===== config.mk =====
export PLATFORM = sky130hd
export DESIGN_NAME = sstf_top
export DESIGN_NICKNAME = d
export VERILOG_FILES = /design/src/hw/sstf_pkg.sv /design/src/hw/sstf_top.sv
export SDC_FILE = /design/constraint.sdc
export NUM_CORES = 1
export LEC_CHECK = 0
export BUFFER_PORTS_ARGS = -buffer_cell sky130_fd_sc_hd__buf_4
export CORE_ASPECT_RATIO = 1.1
export CORE_MARGIN = 4
export CORE_UTILIZATION = 30
export CTS_BUF_LIST = sky130_fd_sc_hd__clkbuf_16
export CTS_CLUSTER_DIAMETER = 30
export DETAILED_ROUTE_END_ITERATION = 6
export GPL_TIMING_DRIVEN = 0
export PLACE_DENSITY_LB_ADDON = 0.1
export SYNTH_ARGS = -nofsm -noshare
export SYNTH_HDL_FRONTEND = slang
export SYNTH_SLANG_ARGS = --single-unit
export TNS_END_PERCENT = 100

===== constraint.sdc =====
create_clock -name mclk -period 1.66 [get_ports mclk]
set_input_delay 0.249 -clock mclk [delete_from_list [all_inputs] [get_ports mclk]]
set_output_delay 0.249 -clock mclk [all_outputs]
set_load 0.01 [all_outputs]

===== src/hw/sstf_pkg.sv =====
// package for the scan sequencing and frame trigger block
package sstf_pkg;
   localparam int SSTF_SENSORS = 8;
   localparam int SSTF_WIDGETS = 4;
   localparam logic [2:0] SSTF_LOSC_MIN_PULSE = 3'h2;
   localparam logic [2:0] SSTF_LOSC_ARM_GAP = 3'h2;
   localparam logic [15:0] SSTF_SCAN_LEN_RST = 16'h0010;

   typedef enum logic [1:0] {
      ST_IDLE,
      ST_ARMED,
      ST_SCAN
   } sstf_state_type;

   typedef struct packed {
      logic armReq;
      logic extFrameEn;
      logic multiWidget;
      logic ganged;
      logic deepSleep;
      logic [SSTF_WIDGETS-1:0] widgetMask;
      logic [SSTF_SENSORS-1:0] sensorSel;
      logic [15:0] scanLen;
   } sstf_ctrl_type;

   typedef struct packed {
      logic busy;
      logic wakeIrq;
      logic frameDone;
      logic [SSTF_SENSORS-1:0] muxConnect;
      logic [1:0] widgetIdx;
   } sstf_stat_type;
endpackage


===== src/hw/sstf_top.sv =====
// scan sequencer with external frame-start synchronisation
`timescale 1ns/10ps
`default_nettype none
module sstf_top (
   input wire logic mclk,
   input wire logic resetn,
   input wire logic lowOscClk,
   input wire logic extFrameStart,
   input wire sstf_pkg::sstf_ctrl_type ctrl,
   output sstf_pkg::sstf_stat_type stat
);
   import sstf_pkg::*;

   // ----------------------------------------
   // reset release
   // ----------------------------------------
   logic [1:0] rstSync_r;
   always_ff @(posedge mclk or negedge resetn) begin
      if (!resetn) begin
         rstSync_r <= 2'h0;
      end else begin
         rstSync_r <= {rstSync_r[0], 1'b1};
      end
   end
   wire logic rstn = rstSync_r[1];

   typedef struct packed {
      sstf_state_type st;
      logic [2:0] oscSync;
      logic [2:0] trgSync;
      logic [2:0] trgHigh;
      logic [2:0] armGap;
      logic trgSeen;
      logic [15:0] cnt;
      logic [1:0] widget;
      sstf_stat_type out;
   } sstf_regs_type;

   sstf_regs_type s_r, s_nxt;

   function automatic logic [1:0] nextWidget(input logic [1:0] cur, input logic [SSTF_WIDGETS-1:0] m);
      logic [1:0] r;
      r = cur;
      for (int i = SSTF_WIDGETS - 1; i >= 1; i--) begin
         if (m[(cur + i[1:0]) % SSTF_WIDGETS] == 1'b1) begin
            r = 2'((cur + i[1:0]) % SSTF_WIDGETS);
         end
      end
      return r;
   endfunction

   // ----------------------------------------
   // next state
   // ----------------------------------------
   logic oscTick, trgLvl, lastWidget;
   always_comb begin
      s_nxt = s_r;
      // bits 0 of each sync chain feed only bit 1
      s_nxt.oscSync = {s_r.oscSync[1:0], lowOscClk};
      s_nxt.trgSync = {s_r.trgSync[1:0], extFrameStart};
      oscTick = s_r.oscSync[1] & ~s_r.oscSync[2];
      trgLvl = s_r.trgSync[1];
      lastWidget = !ctrl.multiWidget || nextWidget(s_r.widget, ctrl.widgetMask) <= s_r.widget;
      s_nxt.out.wakeIrq = 1'b0;
      s_nxt.out.frameDone = 1'b0;
      // pulse width measured in low-speed cycles filters glitches
      if (!trgLvl) begin
         s_nxt.trgHigh = 3'h0;
         s_nxt.trgSeen = 1'b0;
      end else if (oscTick && s_r.trgHigh != 3'h7) begin
         s_nxt.trgHigh = s_r.trgHigh + 3'h1;
      end
      if (oscTick && s_r.armGap != 3'h7) begin
         s_nxt.armGap = s_r.armGap + 3'h1;
      end
      if (ctrl.deepSleep) begin
         s_nxt.st = ST_IDLE;
         s_nxt.out.busy = 1'b0;
         s_nxt.out.muxConnect = '0;
      end else begin
         unique case (s_r.st)
            ST_IDLE: begin
               if (ctrl.armReq) begin
                  s_nxt.widget = 2'h0;
                  if (ctrl.extFrameEn) begin
                     s_nxt.st = ST_ARMED;
                     s_nxt.armGap = 3'h0;
                     // a pulse already high when armed is not a new pulse
                     s_nxt.trgSeen = trgLvl;
                  end else begin
                     s_nxt.st = ST_SCAN;
                     s_nxt.cnt = ctrl.scanLen;
                  end
               end
            end
            ST_ARMED: begin
               // start once pulse is qualified and arm gap met
               // trigger must still be high, so a pulse that has just ended starts nothing
               if (trgLvl && !s_r.trgSeen && s_r.trgHigh >= SSTF_LOSC_MIN_PULSE
                   && s_r.armGap >= SSTF_LOSC_ARM_GAP) begin
                  s_nxt.st = ST_SCAN;
                  s_nxt.trgSeen = 1'b1;
                  s_nxt.cnt = ctrl.scanLen;
               end
            end
            ST_SCAN: begin
               // runs to completion unless deep sleep parks it
               if (s_r.cnt == 16'h0000) begin
                  s_nxt.out.wakeIrq = 1'b1;
                  if (lastWidget) begin
                     s_nxt.st = ST_IDLE;
                     s_nxt.out.frameDone = 1'b1;
                  end else begin
                     s_nxt.widget = nextWidget(s_r.widget, ctrl.widgetMask);
                     s_nxt.cnt = ctrl.scanLen;
                  end
               end else begin
                  s_nxt.cnt = s_r.cnt - 16'h0001;
               end
            end
         endcase
         s_nxt.out.busy = (s_nxt.st == ST_SCAN);
         // a wake pulse reports the widget that has just finished, not the next one
         s_nxt.out.widgetIdx = s_nxt.out.wakeIrq ? s_r.widget : s_nxt.widget;
         if (s_nxt.st != ST_SCAN) begin
            s_nxt.out.muxConnect = '0;
         end else if (ctrl.ganged) begin
            s_nxt.out.muxConnect = ctrl.sensorSel;
         end else begin
            s_nxt.out.muxConnect = ctrl.sensorSel & (ctrl.sensorSel ^ (ctrl.sensorSel - 1'b1)) & ctrl.sensorSel;
         end
      end
   end

   always_ff @(posedge mclk or negedge rstn) begin
      if (!rstn) begin
         s_r <= '0;
      end else begin
         s_r <= s_nxt;
      end
   end

   assign stat = s_r.out;

   // ----------------------------------------
   // checks
   // ----------------------------------------
   // deep sleep: engine parked, nothing connected, nothing wakes
   a_sleep_idle: assert property (@(posedge mclk) disable iff (!rstn)
      ctrl.deepSleep |=> !stat.busy)
      else $error("scan active in deep sleep");
   a_sleep_disarm: assert property (@(posedge mclk) disable iff (!rstn)
      ctrl.deepSleep |=> s_r.st == ST_IDLE)
      else $error("engine not parked in deep sleep");
   a_deep_quiet: assert property (@(posedge mclk) disable iff (!rstn)
      ctrl.deepSleep |=> (!stat.wakeIrq && stat.muxConnect == '0))
      else $error("activity in deep sleep");

   // ----------------------------------------
   // scan run and wake
   // ----------------------------------------
   a_direct_start: assert property (@(posedge mclk) disable iff (!rstn)
      (s_r.st == ST_IDLE && ctrl.armReq && !ctrl.extFrameEn && !ctrl.deepSleep) |=> s_r.st == ST_SCAN)
      else $error("direct start not taken");
   a_scan_runs: assert property (@(posedge mclk) disable iff (!rstn)
      (s_r.st == ST_SCAN && s_r.cnt != 16'h0000 && !ctrl.deepSleep) |=> s_r.st == ST_SCAN)
      else $error("scan stopped before its end");
   a_scan_busy: assert property (@(posedge mclk) disable iff (!rstn)
      s_r.st == ST_SCAN |-> stat.busy)
      else $error("scan running without busy");
   a_done_wakes: assert property (@(posedge mclk) disable iff (!rstn)
      stat.frameDone |-> stat.wakeIrq)
      else $error("frame done without wake");
   a_widget_wake: assert property (@(posedge mclk) disable iff (!rstn)
      (s_r.st == ST_SCAN && s_r.cnt == 16'h0000 && !ctrl.deepSleep) |=> stat.wakeIrq)
      else $error("widget end without wake");

   // ----------------------------------------
   // analog mux connection
   // ----------------------------------------
   a_idle_mux: assert property (@(posedge mclk) disable iff (!rstn)
      !stat.busy |-> stat.muxConnect == '0)
      else $error("mux connected while idle");
   a_gang_all: assert property (@(posedge mclk) disable iff (!rstn)
      (stat.busy && $stable(ctrl) && ctrl.ganged && !ctrl.deepSleep) |-> stat.muxConnect == ctrl.sensorSel)
      else $error("ganged sensors not all connected");
   a_single_mux: assert property (@(posedge mclk) disable iff (!rstn)
      (stat.busy && $stable(ctrl) && !ctrl.ganged && !ctrl.deepSleep) |-> $onehot0(stat.muxConnect))
      else $error("several sensors connected outside ganged mode");

   // ----------------------------------------
   // frame trigger qualification
   // ----------------------------------------
   // the trigger is qualified before the start, so these after a_armed_entry look at the armed state
   a_armed_entry: assert property (@(posedge mclk) disable iff (!rstn)
      (s_r.st == ST_IDLE && ctrl.armReq && ctrl.extFrameEn && !ctrl.deepSleep) |=> s_r.st == ST_ARMED)
      else $error("arm request not taken");
   a_armed_quiet: assert property (@(posedge mclk) disable iff (!rstn)
      s_r.st == ST_ARMED |-> !stat.busy)
      else $error("busy while waiting for trigger");
   a_arm_hold: assert property (@(posedge mclk) disable iff (!rstn)
      (s_r.st == ST_ARMED && !trgLvl && !ctrl.deepSleep) |=> s_r.st != ST_SCAN)
      else $error("scan started without trigger");
   a_stale_trig: assert property (@(posedge mclk) disable iff (!rstn)
      (s_r.st == ST_ARMED && s_r.trgSeen) |=> s_r.st != ST_SCAN)
      else $error("pulse present at arming started a scan");
   a_trig_width: assert property (@(posedge mclk) disable iff (!rstn)
      (s_r.st == ST_ARMED && s_r.trgHigh < SSTF_LOSC_MIN_PULSE) |=> s_r.st != ST_SCAN)
      else $error("short pulse started a scan");
   a_trig_gap: assert property (@(posedge mclk) disable iff (!rstn)
      (s_r.st == ST_ARMED && s_r.armGap < SSTF_LOSC_ARM_GAP) |=> s_r.st != ST_SCAN)
      else $error("scan started too soon after arming");

   // ----------------------------------------
   // one frame per arming
   // ----------------------------------------
   a_no_retrig: assert property (@(posedge mclk) disable iff (!rstn)
      (s_r.st == ST_IDLE && !ctrl.armReq) |=> s_r.st == ST_IDLE)
      else $error("scan without arming");
   a_frame_idle: assert property (@(posedge mclk) disable iff (!rstn)
      stat.frameDone |-> s_r.st == ST_IDLE)
      else $error("engine still active after frame end");
endmodule
`default_nettype wire


==> flow_summary_export.csv <==
group,metric,value,unit
place,dp_slack,-0.985,ns
clock_tree,clk_latency,0.29,ns
place,port-buffer-count,49,
yosys,synth.area.top_cells,"dfrtp_1, ha_1, buf_4, o21ai_0, nor4_4",
critical_path,crit_buf_inv,1,
detailed_routing,postRouteAntennaNets,0,
yosys,synthFlopType,"dfrtp_1",
detailed_routing,routed_wl,8760,um
timing,fin_crit,2.44,ns
timing,fin_skew,0.00819,ns
detailed_routing,post_drt_wl_per_cell,16.8,um
floorplan,start_util,30.9,%
floorplan,die_height,114,um
yosys,ys_types,70,
clock_tree,cts_made_buffers,5,
pwr,p_total,6.37,mW
cells_and_area,finalNetCount,449,
place,hpwlAfterDp,6210,um
pwr,power_density,1440,mW/mm2
timing,rsz0062_at_grt,"yes",
detailed_routing,vias,2741,
min_path,hp-class,"input port to register",
timing,finalSetupViolCount,30,
flow_run,drv_cap,0,
yosys,yosys.area_share.adder,4.91,%
floorplan,row_count,38,
detailed_routing,drt_iter0_drc,95,
clock_tree,root_buffer,"clkbuf_16",
critical_path,timing_worst_setup_path_type,"register to register",
global_routing,grt_overflow,0,
yosys,seq_area_frac_synth,38.5,%
timing,slew_headroom,61.3,%
critical_path,path_cells,"buf_6, a31oi_4, a21oi_2, ha_1, nor2b_4, o21a_4, nor4_4, nor2_2, mux2_4",
timing,setup_slack,-0.778,ns
yosys,synth_compound_area_share,23.4,%
place,routabilityCongestion,0.782,
critical_path,path_max_fanout,6,
timing,worst_pin_slew,0.565,ns
yosys,synth_top_area_share,38.5,%
floorplan,dieWidth,104,um
cells_and_area,drive_gt1_share,46.4,%
timing,hold_viol,0,
yosys,yosysTopAreaCell,"dfrtp_1",
detailed_routing,viasPerCell,5.26,
global_routing,grt_pass1_vias,2693,
critical_path,startpoint_type,"register",
critical_path,end_kind,"register",
yosys,syn_inst,314,
floorplan,core_area,0.00989,mm2
global_routing,grt_use_total,14.5,%
status,failed_checks,"setup timing",
yosys,synth-edff-count,0,
critical_path,cp.required,1.84,ns
detailed_routing,dr.pass1.iters,4,
critical_path,crit_path_top_delay_cell,"dfrtp_2",
clock_tree,h-tree-depth,2,
floorplan,die-area,0.0119,mm2
yosys,synth_xor_area_share,1.15,%
critical_path,slowest_delay,0.46,ns
global_routing,antenna_found_initial,0,
clock_tree,cts_buffer_depth,2,
yosys,synth_mux_area_share,2.00,%
global_routing,grt_pass1_wl,13900,um
clock_tree,cts_tree,"done",
clock_tree,clock-sinks,47,
pwr,p_leak,1.86,nW
timing,max_freq,410,MHz
clock_tree,path_clk_slew,0.07,ns
yosys,ys_seq_elements,47,
critical_path,cpLargestDelayFamily,"simple AND/OR/NAND/NOR gates",
detailed_routing,drc,0,
yosys,yosys.area_share.simple,22.4,%
floorplan,ios,50,
timing,maxSlewViolCount,0,
cells_and_area,synthToLayoutAreaGrowth,44.8,%
global_routing,grt_max_degree,34,
pwr,peakVddDrop,672,uV
cells_and_area,antennaDiodeCount,0,
yosys,synth_top_family_by_area,"compound AO/OA/AOI/OAI gates",
yosys,ys.warnings.count,0,
timing,period_share,147,%
yosys,syn_nets,363,
yosys,avgSynthCellArea,9.74,um2
yosys,async_flop_share,100,%
status,outcome,"complete, but fails checks",
critical_path,arrival,2.62,ns
yosys,syn_area,0.00306,mm2
==> timing repair <==
| action | CTS | global route |
|---|---|---|
| resized for setup | 36 | 40 |
| gates cloned | 2 | 0 |
| pin swaps | 17 | 20 |
| hold endpoints to repair | 2 | 0 |
| endpoints found under the setup margin | 32 | 33 |
| buffers inserted | 23 | 7 |
| hold buffers | 1 | 0 |
==> state kept, by name, indices dropped and copies added (netlist names) <==
register	cells
stat	13
s_nxt	4
s_r	28
rstSync_r	2
==> where the power goes <==
part	switching (mW)	total [mW]	internal [mW]
clock	0.453	1.01	0.559
sequential	0.416	1.83	1.42
combinational	1.92	3.52	1.60
total	2.79	6.37	3.58
==> layout by cell type (no fill, tap or decap), types with 7 or more instances in the layout <==
master    n
o21ai_2   7
buf_4    80
ha_1     11
nor3_1    8
buf_6    11
nor4_1    8
o21ai_0  15
dfrtp_1  43
inv_1    17
nor2_1   19
nand2_1  14
==> routing by layer <==
metal / share of wire (%) / GRT usage (%)
met1: 46 / 18.7
met2: 50 / 25.5
met3: 3.0 / 2.43
met4: 0.87 / 3.19
met5: 0 / 0
==> stage by stage <==
step	utilization, %	setup TNS, ns	instance area, um2	cells	hold slack [ns]
floorplan	-	-14.69	3140	314	-0.0466
global placement	37.0	-42.68	3660	483	0.0325
detailed placement	37.2	-24.55	3680	484	0.0338
CTS	42.3	-22.60	4190	516	0.0553
global route	44.8	-25.31	4430	521	0.0532
finish	44.8	-21.17	4430	521	0.0644
==> cell type report <==
cell class	instances	area, um2
Multi-Input combinational cell	225	2000
Timing Repair Buffer	81	714
Fill cell	962	5460
Clock inverter	3	21.3
Buffer	22	171
Tap cell	120	150
Clock buffer	5	125
Inverter	18	67.6
Sequential cell	47	1180
==> path summary, 6_finish.rpt <==
check                      cells after the start          start  slack [ns]   endpoint
hold reg to reg                                0   rstSync_r[1]        0.17    s_r[27]
max in group asynchronous                      1   rstSync_r[1]        0.97    s_r[13]
min in group asynchronous                      0   rstSync_r[1]        0.17    s_r[27]
setup reg to reg                               9        s_r[14]       -0.78    s_r[20]
setup / recovery                               9        s_r[14]       -0.78    s_r[20]
hold / removal                                 1  extFrameStart        0.06  s_nxt[39]
==> cell families after synthesis <==
| kind of cell | count (synthesis) |
|---|---|
| AO/OA/AOI/OAI | 98 |
| flip-flops | 47 |
| adder cells (fa/ha/maj) | 12 |
| buffers and inverters | 42 |
| AND/OR/NAND/NOR | 104 |
| multiplexers | 6 |
| other | 1 |
| XOR/XNOR | 4 |
==> cells in the mapped netlist, drive strengths merged (4+ instances only) <==
| cell type | count |
|---|---|
| nor2b | 7 |
| nand2 | 16 |
| buf | 20 |
| nor3 | 13 |
| a31oi | 4 |
| clkbuf | 4 |
| o31ai | 8 |
| o22ai | 4 |
| a21oi | 10 |
| nor4 | 16 |
| a32oi | 5 |
| nand3 | 5 |
| mux2i | 5 |
| nand2b | 4 |
| dfrtp | 47 |
| a211oi | 7 |
| nand4 | 4 |
| ha | 12 |
| nor2 | 20 |
| inv | 18 |
| and2 | 4 |
| o211ai | 4 |
| o21ai | 31 |
(Power assumes the default switching activity.)
